[src/rtl/ptb_pkg.sv]
package ptb_pkg;
  // Register byte offsets on the APB slave
  localparam logic [7:0] OFF_CTRL = 8'h00;
  localparam logic [7:0] OFF_COUNT = 8'h04;
  localparam logic [7:0] OFF_PERIOD = 8'h08;
  localparam logic [7:0] OFF_SECMP = 8'h0C;
  localparam logic [7:0] OFF_OUTCON = 8'h10;
  localparam logic [7:0] OFF_FLTA = 8'h14;
  localparam logic [7:0] OFF_FLTB = 8'h18;
  localparam logic [7:0] OFF_KEY = 8'h1C;
  localparam logic [7:0] OFF_STATUS = 8'h20;
  localparam logic [7:0] OFF_MASK = 8'h24;

  // Control register fields
  localparam int CTRL_EN_BIT = 15;
  localparam int CTRL_IDLE_BIT = 13;
  localparam int CTRL_POST_LSB = 4;
  localparam int CTRL_PRE_LSB = 2;
  localparam int CTRL_MODE_LSB = 0;
  localparam logic [15:0] CTRL_MASK = 16'hA0FF;
  localparam int DIR_BIT = 15;

  // Reset values and writable masks
  localparam logic [15:0] CTRL_RST = 16'h0000;
  localparam logic [15:0] OUTCON_RST = 16'h0000;
  localparam logic [15:0] OUTCON_MASK = 16'h0777;
  localparam logic [15:0] FLTA_RST = 16'h0007;
  localparam logic [15:0] FLTB_RST = 16'h0007;
  localparam logic [15:0] FLT_MASK = 16'h3F87;

  // Unlock keys
  localparam logic [15:0] KEY_FIRST = 16'hABCD;
  localparam logic [15:0] KEY_SECOND = 16'h4321;

  // Status bits: 0 period event, 1 special event, 2 lock violation
  localparam int STAT_W = 3;
  localparam int ST_PERIOD = 0;
  localparam int ST_SEVT = 1;
  localparam int ST_LOCKERR = 2;

  // Prescale tick counts in instruction cycles
  localparam logic [5:0] PRE_DIV1 = 6'h00;
  localparam logic [5:0] PRE_DIV4 = 6'h03;
  localparam logic [5:0] PRE_DIV16 = 6'h0F;
  localparam logic [5:0] PRE_DIV64 = 6'h3F;

  // Unlock sequence states
  typedef enum logic [2:0] {
    LK_IDLE = 3'b001,
    LK_KEY1 = 3'b010,
    LK_OPEN = 3'b100
  } ptb_lock_t;
endpackage

[src/rtl/ptb_lock_if.sv]
`timescale 1ns/1ps
`default_nettype none
// Access events from the bus slave to the lock unit
interface ptb_lock_if;
  logic acc;
  logic wr;
  logic key_hit;
  logic prot_hit;
  logic [15:0] wdata;
  logic grant;
  modport bus (output acc, wr, key_hit, prot_hit, wdata, input grant);
  modport lock (input acc, wr, key_hit, prot_hit, wdata, output grant);
endinterface
`default_nettype wire

[src/rtl/ptb_lock.sv]
`timescale 1ns/1ps
`default_nettype none
module ptb_lock (
  // Clock and reset
  input wire logic clk,
  input wire logic rst_n,
  // Lock enable
  input wire logic lock_cfg,
  // Access events
  ptb_lock_if.lock lk
);
  ptb_pkg::ptb_lock_t state_reg;
  ptb_pkg::ptb_lock_t state_next;

  ////////////////////////////////////////////////////////////////////////
  // Grant only in open state or with lock disabled
  assign lk.grant = !lock_cfg || (state_reg == ptb_pkg::LK_OPEN);

  // Any access moves the sequence; wrong one restarts it
  always_comb begin
    state_next = state_reg;
    if (lk.acc) begin
      case (state_reg)
        ptb_pkg::LK_IDLE: begin
          if (lk.wr && lk.key_hit && lk.wdata == ptb_pkg::KEY_FIRST) begin
            state_next = ptb_pkg::LK_KEY1;
          end
        end
        ptb_pkg::LK_KEY1: begin
          if (lk.wr && lk.key_hit && lk.wdata == ptb_pkg::KEY_SECOND) begin
            state_next = ptb_pkg::LK_OPEN;
          end else begin
            state_next = ptb_pkg::LK_IDLE;
          end
        end
        ptb_pkg::LK_OPEN: begin
          // One access closes it, used or not
          state_next = ptb_pkg::LK_IDLE;
        end
        default: state_next = ptb_pkg::LK_IDLE;
      endcase
    end
  end

  always_ff @(posedge clk or negedge rst_n) begin
    if (!rst_n) begin
      state_reg <= ptb_pkg::LK_IDLE;
    end else begin
      state_reg <= state_next;
    end
  end
endmodule
`default_nettype wire

[src/rtl/ptb_prescale.sv]
`timescale 1ns/1ps
`default_nettype none
module ptb_prescale (
  // Clock and reset
  input wire logic clk,
  input wire logic rst_n,
  // Control
  input wire logic run,
  input wire logic [1:0] sel,
  // Count tick
  output logic tick
);
  logic [5:0] cnt_reg;
  logic [5:0] cnt_next;
  logic [5:0] limit;

  ////////////////////////////////////////////////////////////////////////
  // Tick period 1, 4, 16 or 64 cycles
  always_comb begin
    case (sel)
      2'h0: limit = ptb_pkg::PRE_DIV1;
      2'h1: limit = ptb_pkg::PRE_DIV4;
      2'h2: limit = ptb_pkg::PRE_DIV16;
      default: limit = ptb_pkg::PRE_DIV64;
    endcase
  end

  assign tick = run && (cnt_reg >= limit);

  // Cleared while stopped so restart is aligned
  always_comb begin
    cnt_next = cnt_reg;
    if (!run || tick) begin
      cnt_next = 6'h00;
    end else begin
      cnt_next = cnt_reg + 6'h01;
    end
  end

  always_ff @(posedge clk or negedge rst_n) begin
    if (!rst_n) begin
      cnt_reg <= 6'h00;
    end else begin
      cnt_reg <= cnt_next;
    end
  end
endmodule
`default_nettype wire

[src/rtl/ptb_top.sv]
`timescale 1ns/1ps
`default_nettype none
// Behaviour
// - Lock blocks output and fault control writes
// - Config bit one locks, zero disables lock
// - Protected write must directly follow keys
// - One unlock allows one protected write
// - Idle stop bit halts base in idle
// - Postscaler divides events by field plus one
// - Prescale codes give 1, 4, 16, 64 cycles
// - Count bit 15 reads direction, down high
// - Count bits 14-0 readable and writable
// - Period 15 bits, bit 15 reads zero
// - Compare 15-bit value against count
// - Trigger also needs matching direction bit
module ptb_top #(
  parameter int CW = 15
) (
  // Clock and reset
  input wire logic clk,
  input wire logic rst_n,
  // APB slave
  input wire logic psel,
  input wire logic penable,
  input wire logic pwrite,
  input wire logic [7:0] paddr,
  input wire logic [31:0] pwdata,
  input wire logic [3:0] pstrb,
  output logic [31:0] prdata,
  output logic pready,
  output logic pslverr,
  // System inputs
  input wire logic lock_cfg,
  input wire logic cpu_idle,
  // Event and control outputs
  output logic special_event,
  output logic period_event,
  output logic [15:0] output_pair_control,
  output logic [15:0] fault_a_control,
  output logic [15:0] fault_b_control,
  output logic irq
);
  ptb_lock_if lk ();

  logic [15:0] ctrl_reg, ctrl_next;
  logic [CW-1:0] cnt_reg, cnt_next;
  logic dir_reg, dir_next;
  logic [CW-1:0] per_reg, per_next;
  logic [CW-1:0] cmp_reg, cmp_next;
  logic sdir_reg, sdir_next;
  logic [15:0] outcon_reg, outcon_next;
  logic [15:0] flta_reg, flta_next;
  logic [15:0] fltb_reg, fltb_next;
  logic [3:0] post_reg, post_next;
  logic [ptb_pkg::STAT_W-1:0] stat_reg, stat_next;
  logic [ptb_pkg::STAT_W-1:0] mask_reg, mask_next;
  logic [31:0] rd_reg, rd_next;
  logic sevt_reg, sevt_next;
  logic pev_reg, pev_next;
  logic idle_s1, idle_s2, lock_s1, lock_s2;

  logic acc, wr_acc, rd_acc, tick, run, at_top, at_zero, blocked, wrap;
  logic [15:0] cnt_wr, per_wr;
  logic [1:0] mode;
  logic [15:0] wd;
  logic [ptb_pkg::STAT_W-1:0] ev;

  // Merge a 16-bit write under byte strobes
  function automatic logic [15:0] merge16(input logic [15:0] old,
                                          input logic [15:0] nw,
                                          input logic [3:0] st,
                                          input logic [15:0] msk);
    logic [15:0] r;
    r = old;
    if (st[0]) r[7:0] = nw[7:0];
    if (st[1]) r[15:8] = nw[15:8];
    merge16 = (r & msk) | (old & ~msk);
  endfunction

  // Decode a known register offset
  function automatic logic mapped(input logic [7:0] a);
    mapped = (a == ptb_pkg::OFF_CTRL) || (a == ptb_pkg::OFF_COUNT) ||
             (a == ptb_pkg::OFF_PERIOD) || (a == ptb_pkg::OFF_SECMP) ||
             (a == ptb_pkg::OFF_OUTCON) || (a == ptb_pkg::OFF_FLTA) ||
             (a == ptb_pkg::OFF_FLTB) || (a == ptb_pkg::OFF_KEY) ||
             (a == ptb_pkg::OFF_STATUS) || (a == ptb_pkg::OFF_MASK);
  endfunction

  ////////////////////////////////////////////////////////////////////////
  // Pin level synchronisers; first stage read only by second
  always_ff @(posedge clk or negedge rst_n) begin
    if (!rst_n) begin
      idle_s1 <= 1'b0;
      idle_s2 <= 1'b0;
      lock_s1 <= 1'b1;
      lock_s2 <= 1'b1;
    end else begin
      idle_s1 <= cpu_idle;
      idle_s2 <= idle_s1;
      lock_s1 <= lock_cfg;
      lock_s2 <= lock_s1;
    end
  end

  ////////////////////////////////////////////////////////////////////////
  // APB decode; zero wait states
  assign acc = psel && penable;
  assign wr_acc = acc && pwrite;
  assign rd_acc = acc && !pwrite;
  assign pready = 1'b1;
  assign pslverr = acc && !mapped(paddr);
  assign prdata = rd_reg;
  assign wd = pwdata[15:0];

  // Every completed access feeds the unlock sequencer
  assign lk.acc = acc;
  assign lk.wr = pwrite;
  assign lk.wdata = wd;
  assign lk.key_hit = (paddr == ptb_pkg::OFF_KEY);
  assign lk.prot_hit = (paddr == ptb_pkg::OFF_OUTCON) ||
                       (paddr == ptb_pkg::OFF_FLTA) ||
                       (paddr == ptb_pkg::OFF_FLTB);
  assign blocked = !lk.grant;

  ptb_lock u_lock (
    .clk(clk),
    .rst_n(rst_n),
    .lock_cfg(lock_s2),
    .lk(lk)
  );

  ////////////////////////////////////////////////////////////////////////
  // Time base clocking: enable, idle stop, prescale
  assign run = ctrl_reg[ptb_pkg::CTRL_EN_BIT] &&
               !(ctrl_reg[ptb_pkg::CTRL_IDLE_BIT] && idle_s2);
  assign mode = ctrl_reg[ptb_pkg::CTRL_MODE_LSB +: 2];

  ptb_prescale u_pre (
    .clk(clk),
    .rst_n(rst_n),
    .run(run),
    .sel(ctrl_reg[ptb_pkg::CTRL_PRE_LSB +: 2]),
    .tick(tick)
  );

  assign at_top = (cnt_reg >= per_reg);
  assign at_zero = (cnt_reg == '0);

  ////////////////////////////////////////////////////////////////////////
  // Counter, direction, events and postscaler
  always_comb begin
    cnt_next = cnt_reg;
    dir_next = dir_reg;
    post_next = post_reg;
    pev_next = 1'b0;
    sevt_next = 1'b0;
    wrap = 1'b0;
    if (tick) begin
      if (mode[1]) begin
        // Up/down modes turn at period and at zero
        if (!dir_reg && at_top) begin
          dir_next = 1'b1;
          cnt_next = cnt_reg - CW'(1);
        end else if (dir_reg && at_zero) begin
          dir_next = 1'b0;
          cnt_next = cnt_reg + CW'(1);
          wrap = 1'b1;
        end else begin
          cnt_next = dir_reg ? cnt_reg - CW'(1) : cnt_reg + CW'(1);
        end
      end else begin
        // Free-running and single-shot only count up
        dir_next = 1'b0;
        if (at_top) begin
          cnt_next = '0;
          wrap = 1'b1;
        end else begin
          cnt_next = cnt_reg + CW'(1);
        end
      end
      // Compare value and direction both must match
      if (cnt_reg == cmp_reg && sdir_reg == dir_reg) begin
        sevt_next = 1'b1;
      end
    end
    // Period events pass the postscaler; >= copes with a lowered field
    if (wrap) begin
      if (post_reg >= ctrl_reg[ptb_pkg::CTRL_POST_LSB +: 4]) begin
        post_next = 4'h0;
        pev_next = 1'b1;
      end else begin
        post_next = post_reg + 4'h1;
      end
    end
    if (wr_acc && paddr == ptb_pkg::OFF_COUNT) begin
      cnt_next = cnt_wr[CW-1:0];
    end
  end

  // Masked merges of count and period writes
  assign cnt_wr = merge16({1'b0, cnt_reg}, wd, pstrb, 16'h7FFF);
  assign per_wr = merge16({1'b0, per_reg}, wd, pstrb, 16'h7FFF);

  ////////////////////////////////////////////////////////////////////////
  // Software registers; protected ones gated by the lock
  always_comb begin
    ctrl_next = ctrl_reg;
    per_next = per_reg;
    cmp_next = cmp_reg;
    sdir_next = sdir_reg;
    outcon_next = outcon_reg;
    flta_next = flta_reg;
    fltb_next = fltb_reg;
    mask_next = mask_reg;
    if (tick && mode == 2'h1 && !mode[1] && at_top) begin
      ctrl_next[ptb_pkg::CTRL_EN_BIT] = 1'b0;
    end
    if (wr_acc) begin
      case (paddr)
        ptb_pkg::OFF_CTRL:
          ctrl_next = merge16(ctrl_reg, wd, pstrb, ptb_pkg::CTRL_MASK);
        ptb_pkg::OFF_PERIOD:
          per_next = per_wr[CW-1:0];
        ptb_pkg::OFF_SECMP: begin
          {sdir_next, cmp_next} = merge16({sdir_reg, cmp_reg}, wd, pstrb,
                                          16'hFFFF);
        end
        ptb_pkg::OFF_OUTCON: begin
          if (!blocked) begin
            outcon_next = merge16(outcon_reg, wd, pstrb,
                                  ptb_pkg::OUTCON_MASK);
          end
        end
        ptb_pkg::OFF_FLTA: begin
          if (!blocked) begin
            flta_next = merge16(flta_reg, wd, pstrb, ptb_pkg::FLT_MASK);
          end
        end
        ptb_pkg::OFF_FLTB: begin
          if (!blocked) begin
            fltb_next = merge16(fltb_reg, wd, pstrb, ptb_pkg::FLT_MASK);
          end
        end
        ptb_pkg::OFF_MASK:
          mask_next = pwdata[ptb_pkg::STAT_W-1:0];
        default: mask_next = mask_reg;
      endcase
    end
  end

  ////////////////////////////////////////////////////////////////////////
  // Sticky status: set wins over clear-on-read
  always_comb begin
    ev = '0;
    ev[ptb_pkg::ST_PERIOD] = pev_next;
    ev[ptb_pkg::ST_SEVT] = sevt_next;
    ev[ptb_pkg::ST_LOCKERR] = wr_acc && lk.prot_hit && blocked;
    stat_next = stat_reg;
    if (rd_acc && paddr == ptb_pkg::OFF_STATUS) begin
      stat_next = '0;
    end
    stat_next = stat_next | ev;
  end

  // Read mux, registered at the access edge
  always_comb begin
    rd_next = rd_reg;
    if (rd_acc) begin
      case (paddr)
        ptb_pkg::OFF_CTRL: rd_next = {16'h0000, ctrl_reg};
        ptb_pkg::OFF_COUNT:
          rd_next = {16'h0000, dir_reg, cnt_reg};
        ptb_pkg::OFF_PERIOD: rd_next = {17'h0, per_reg};
        ptb_pkg::OFF_SECMP: rd_next = {16'h0000, sdir_reg, cmp_reg};
        ptb_pkg::OFF_OUTCON: rd_next = {16'h0000, outcon_reg};
        ptb_pkg::OFF_FLTA: rd_next = {16'h0000, flta_reg};
        ptb_pkg::OFF_FLTB: rd_next = {16'h0000, fltb_reg};
        ptb_pkg::OFF_STATUS: rd_next = {29'h0, stat_reg};
        ptb_pkg::OFF_MASK: rd_next = {29'h0, mask_reg};
        default: rd_next = 32'h00000000;
      endcase
    end
  end

  ////////////////////////////////////////////////////////////////////////
  // State registers; fault controls reset to 7, the rest cleared
  always_ff @(posedge clk or negedge rst_n) begin
    if (!rst_n) begin
      ctrl_reg <= ptb_pkg::CTRL_RST;
      cnt_reg <= '0;
      dir_reg <= 1'b0;
      per_reg <= '0;
      cmp_reg <= '0;
      sdir_reg <= 1'b0;
      outcon_reg <= ptb_pkg::OUTCON_RST;
      flta_reg <= ptb_pkg::FLTA_RST;
      fltb_reg <= ptb_pkg::FLTB_RST;
      post_reg <= 4'h0;
      stat_reg <= '0;
      mask_reg <= '0;
      rd_reg <= 32'h00000000;
      sevt_reg <= 1'b0;
      pev_reg <= 1'b0;
    end else begin
      ctrl_reg <= ctrl_next;
      cnt_reg <= cnt_next;
      dir_reg <= dir_next;
      per_reg <= per_next;
      cmp_reg <= cmp_next;
      sdir_reg <= sdir_next;
      outcon_reg <= outcon_next;
      flta_reg <= flta_next;
      fltb_reg <= fltb_next;
      post_reg <= post_next;
      stat_reg <= stat_next;
      mask_reg <= mask_next;
      rd_reg <= rd_next;
      sevt_reg <= sevt_next;
      pev_reg <= pev_next;
    end
  end

  // Outputs from flip-flops, except irq which ORs the masked status bits
  assign special_event = sevt_reg;
  assign period_event = pev_reg;
  assign output_pair_control = outcon_reg;
  assign fault_a_control = flta_reg;
  assign fault_b_control = fltb_reg;
  assign irq = |(stat_reg & mask_reg);
endmodule
`default_nettype wire

[config.mk]
export PLATFORM = sky130hd
export DESIGN_NAME = ptb_top
export DESIGN_NICKNAME = d
export VERILOG_FILES = /design/src/rtl/ptb_pkg.sv /design/src/rtl/ptb_lock_if.sv /design/src/rtl/ptb_lock.sv /design/src/rtl/ptb_prescale.sv /design/src/rtl/ptb_top.sv
export SDC_FILE = /design/constraint.sdc
export NUM_CORES = 1
export LEC_CHECK = 0
export BUFFER_PORTS_ARGS = -buffer_cell sky130_fd_sc_hd__buf_2
export CORE_UTILIZATION = 30
export DETAILED_ROUTE_END_ITERATION = 7
export PLACE_DENSITY = 0.45
export RECOVER_POWER = 50
export SYNTH_ARGS = -nofsm -noshare
export SYNTH_HDL_FRONTEND = slang
export SYNTH_HIERARCHICAL = 1
export SYNTH_SLANG_ARGS = --single-unit
export TNS_END_PERCENT = 10
[constraint.sdc]
create_clock -name clk -period 7.7 [get_ports clk]
set_input_delay 1.54 -clock clk [delete_from_list [all_inputs] [get_ports clk]]
set_output_delay 1.54 -clock clk [all_outputs]
set_load 0.01 [all_outputs]
* After elaboration in Yosys (flattened, before gate mapping)
Cells that the tools add are included.
Cells by class: eq/ne operators 23, multiply operators 0, shift operators 0, reduce and logical (&&, ||, !) cells 59, $lt $le $gt $ge 3, bitwise gates (word level) 6, divide/modulo/power cells 0, add/sub/neg operators 4, muxes and demuxes 62
Operators with widths (number):
- 16-bit case mux with 9 select lines | 1
- 8-bit 2-to-1 mux | 15
- 15-bit 2-to-1 mux | 7
- 6-bit 2-to-1 mux | 9
- 7-bit 2-to-1 mux | 5
- 8-bit by 5-bit equality test with 1-bit output, second input constant | 4
- 16-bit 2-to-1 mux | 2
- 14-bit by 16-bit bitwise OR with 16-bit output | 2
- 3-bit 2-to-1 mux | 7
- 3-bit AND reduction | 7
- 1-bit logical AND | 20
- 6-bit case mux with 3 select lines | 1
- 16-bit by 15-bit equality test with 1-bit output, second input constant | 1
- 16-bit equality test, second input constant | 1
- 8-bit by 4-bit equality test with 1-bit output, second input constant | 2
- 8-bit by 6-bit equality test with 1-bit output, second input constant | 2
- 11-bit by 16-bit bitwise OR with 16-bit output | 1
- 16-bit by 15-bit bitwise OR with 16-bit output | 1
- 15-bit by 1-bit adder with 15-bit output, second input constant | 1
- 15-bit equality test | 1
- 15-bit >= comparator | 1
- 15-bit logical NOT | 1
- 15-bit by 1-bit subtractor with 15-bit output, second input constant | 1
- 1-bit logical OR | 13
- 25 further kinds | 51
Word-level totals: latch bits 0, bits in writable memories 0, memories 0, memory bits (read-only) 0, logic and storage cells 182, input port bits 51, flip-flop bits (word level) 168

* Depth between registers and ports, before layout
word-level depth 12, gate-level depth with buffers 15, gate-level depth less buffers 12

* Cells and area by module
Netlist, hierarchy kept.
By module, submodules not included:
- ptb_top | cells each 686, sequential area each 2962.8 µm², area an instance 6993.0 µm², instances 1
- ptb_prescale | cells each 43, sequential area each 150.1 µm², area an instance 420.4 µm², instances 1
- ptb_lock | cells each 27, sequential area each 76.3 µm², area an instance 245.2 µm², instances 1

* Worst setup path before layout
OpenSTA, ideal clock, no wires.
path kind input -> output, start input port paddr[7], end output port pslverr, setup slack 3.793 ns, stages 5, required time 6.160 ns, data arrival time 2.367 ns, buffers on the path 0, cell sequence nor2_1 -> nand3b_1 -> or3_1 -> nor2_1 -> a311oi_1
RTL lines:
- start: declaration | line ptb_top.sv:26 | input wire logic [7:0] paddr,
- 8-bit by 5-bit equality test with 1-bit output
- named net lk.key_hit | line ptb_lock_if.sv:7 | logic key_hit;
- 1-bit logical OR (2 in a row) | line ptb_top.sv:85 | (a == ptb_pkg::OFF_FLTB) || (a == ptb_pkg::OFF_KEY) ||
- 1-bit logical OR | line ptb_top.sv:86 | (a == ptb_pkg::OFF_STATUS) || (a == ptb_pkg::OFF_MASK);
- 1-bit logical NOT | line ptb_top.sv:111 | assign pslverr = acc && !mapped(paddr);
- 1-bit logical AND | line ptb_top.sv:111
- end: declaration | line ptb_top.sv:31 | output logic pslverr,
The timed path passes the listed nets, and every way through them passes these cells.

==> impl_metrics.csv <==
group,metric,value,unit
run_status,status,"finished, violations left",
run_status,failed_checks,"capacitance limit, slew limit",
routing,dr.first_iter.drc_count,480,
yosys,synth-seq-area-share,41.6,%
yosys,async_flop_share,100,%
worst_setup_path,cpPeakStageDelay,2860,ps
power,vdd_drop_max,0.150,mV
yosys,syn_inst,756,
worst_setup_path,cp_top_family,"buffers and inverters",
cts,postCtsResizedCells,0,
cts,cts-buffers-inserted,17,
sta,tightest_slew,4140,ps
floorplan,io_pins,136,
worst_setup_path,worstPathMaxFanout,74,
worst_setup_path,critPathBufInv,2,
routing,dr.pass1.iters,7,
sta,finalHoldViolCount,0,
yosys,yosys-top-cells-count,"dfrtp_1 (118), mux2_2 (68), nand2_1 (56)",
yosys,avgSynthCellArea,10.1,µm²
global_routing,antenna_found_initial,0,
worst_setup_path,startpoint_type,"input port",
yosys,ys_ff_latch,127,
floorplan,rows,58,
routing,vias,6055,
sta,finalMaxSlewViolations,75,
cts,path_clk_slew,60,ps
cts,cts.hold.buffers_added,0,
final_layout,design_area,0.00878,mm²
cts,postCtsSetupRepairBufs,0,
worst_setup_path,crit_slowest_cell,"clkbuf_1",
power,power_leakage,0.00388,µW
worst_setup_path,crit_chain,"clkbuf_1 > buf_4",
floorplan,fp.dieW,162,µm
placed_design,portBuffers,81,
final_layout,fillCellCount,2625,
final_layout,final_util,35.0,%
yosys,ys_top_cells_by_area,"dfrtp_1 (39%), mux2_2 (10%), ha_1 (4.6%)",
yosys,netlist_area,0.00766,mm²
worst_setup_path,end_kind,"asynchronous set/reset pin",
sta,period_minus_slack,4960,ps
final_layout,largest_register_ffs,16,
final_layout,areaGrowthSynthToFinish,14.6,%
cts,clkSinkCount,127,
cts,cts_tree,"yes",
final_layout,register_area,0.00319,mm²
yosys,synth.most_common_cell,"dfrtp_1",
sta,fmax,202,MHz
global_routing,grt-ovfl-total,0,
final_layout,drive_gt1_share,20.9,%
floorplan,core-area,0.0251,mm²
final_layout,antennaDiodeCount,0,
final_layout,multiInputGateArea,0.00404,mm²
yosys,synth_top_area_share,38.6,%
power,power.density,218,mW/mm²
placed_design,place_area,0.00824,mm²
sta,slew_headroom,-176,%
floorplan,die_y,162,µm
global_routing,grt_pass1_wl,36.3,mm
routing,finalWirelength,23.5,mm
routing,postRouteAntennaNets,0,
job,drv_cap,1,
yosys,synth_edf_count,0,
sta,rsz0062_at_grt,"false",
cts,h-tree-depth,4,
sta,setup_viol,0,
routing,via_per_inst,5.19,
yosys,ys_types,80,
sta,fin_crit_sh,64.4,%
cts,root_buffer,"clkbuf_16",
global_routing,grt_use_total,18.5,%
yosys,ys_warn_count,6,
worst_setup_path,crit_arrival,5420,ps
worst_hold_path,min_path_type,"reg2reg",
routing,avgRoutedWirePerCell,20.1,µm
global_routing,grt_max_degree,75,
cts,insertion_delay,420,ps
worst_setup_path,path_class,"in2async",
floorplan,die-area,0.0262,mm²
floorplan,start_util,30.5,%
sta,finalClockSkew,8.74,ps
final_layout,finalNetCount,902,
placed_design,place_congestion,0.811,
worst_setup_path,worstPathRequired,8170,ps
yosys,synth_top_flop_cell,"dfrtp_1",
placed_design,place.detailed.hpwl,17.0,mm
cts,clockBufferDepth,2,
routing,drc,0,
global_routing,grt_pass1_vias,5834,
sta,fin_tns_setup,0,ps
yosys,yosysTopAreaCell,"dfrtp_1",
==> cells by family after synthesis <==
family                   Yosys count  share of synthesized area [%]
multiplexers                      84                           12.2
XOR/XNOR                          34                           3.89
buffers and inverters            107                           7.20
flip-flops                       127                           41.6
other                              2                         0.0981
AO/OA/AOI/OAI                    156                           15.3
AND/OR/NAND/NOR                  218                           15.1
adder cells (fa/ha/maj)           28                           4.57
==> metal layers <==
| layer | vias up | part of all wire, % | GRT usage [%] |
|---|---|---|---|
| met3 | 15 | 4.0 | 2.55 |
| met5 | - | 0 | 0 |
| met4 | 0 | 1.0 | 4.50 |
| met1 | 3029 | 46 | 25.4 |
| met2 | 173 | 49 | 30.7 |
| li1 | 2838 | - | - |
==> cell type report <==
| class | instances | area share, % |
|---|---|---|
| Clock buffer | 18 | 5.00 |
| Multi-Input combinational cell | 556 | 46.0 |
| Sequential cell | 127 | 36.3 |
| Timing Repair Buffer | 88 | 4.62 |
| Tap cell | 330 | 4.70 |
| Inverter | 33 | 1.41 |
| Clock inverter | 14 | 1.90 |
==> per-stage QoR <==
| step | std cells | hold WS (ps) | power, µW | setup WS, ps |
|---|---|---|---|---|
| final | 1166 | 348 | 1910 | 2740 |
| after global routing | 1166 | 359 | 2000 | 1900 |
| after CTS | 1166 | 348 | 1940 | 3380 |
| after detailed placement | 1134 | 335 | 1100 | 3380 |
| after global placement | 1134 | 333 | 1100 | 3400 |
| after floorplan | 790 | 331 | 981 | 3790 |
==> cells in the final DEF, fill, tap and decap left out, drive strengths merged, types with 4 or more instances in the layout <==
cell type,Yosys,final
ha,28,28
nand2b,6,6
mux2,74,74
buf,44,46
a211oi,6,6
nand3,22,22
a221oi,6,6
o22ai,5,5
nor3,10,10
a22oi,10,10
dfstp,9,9
or3,8,8
conb,2,36
xnor2,22,22
xor2,12,12
o21a,7,7
mux2i,10,10
nand2,56,56
or4,7,7
dfrtp,118,118
clkinv,1,10
clkbuf,30,60
a21oi,26,26
and2,12,12
inv,32,33
nor2b,5,5
nor2,52,52
a21o,9,9
a222oi,22,22
and3,11,11
a31oi,17,17
nand3b,4,4
o21ai,18,18
nand4,11,11
==> power breakdown <==
group          internal, µW  total [µW]  switching (µW)
clock                   517         831             313
combinational           124         335             211
sequential              697         747            50.4
==> final timing paths <==
path | from | endpoint | slack, ps | depth (start not counted)
worst max-delay path | rst_n | per_reg[8]$_DFFE_PN0P_ | 2740 | 2
worst min-delay path | idle_s1$_DFF_PN0_ | idle_s2$_DFF_PN0_ | 350 | 0
worst max register to register | ctrl_reg[3]$_DFFE_PN0P_ | cnt_reg[4]$_DFFE_PN0P_ | 4350 | 11
worst min register to register | idle_s1$_DFF_PN0_ | idle_s2$_DFF_PN0_ | 350 | 0
max in group clk | paddr[7] | pslverr | 3390 | 7
min in group asynchronous | rst_n | post_reg[1]$_DFFE_PN0P_ | 2570 | 1
Power figures use the tool's default switching activity.
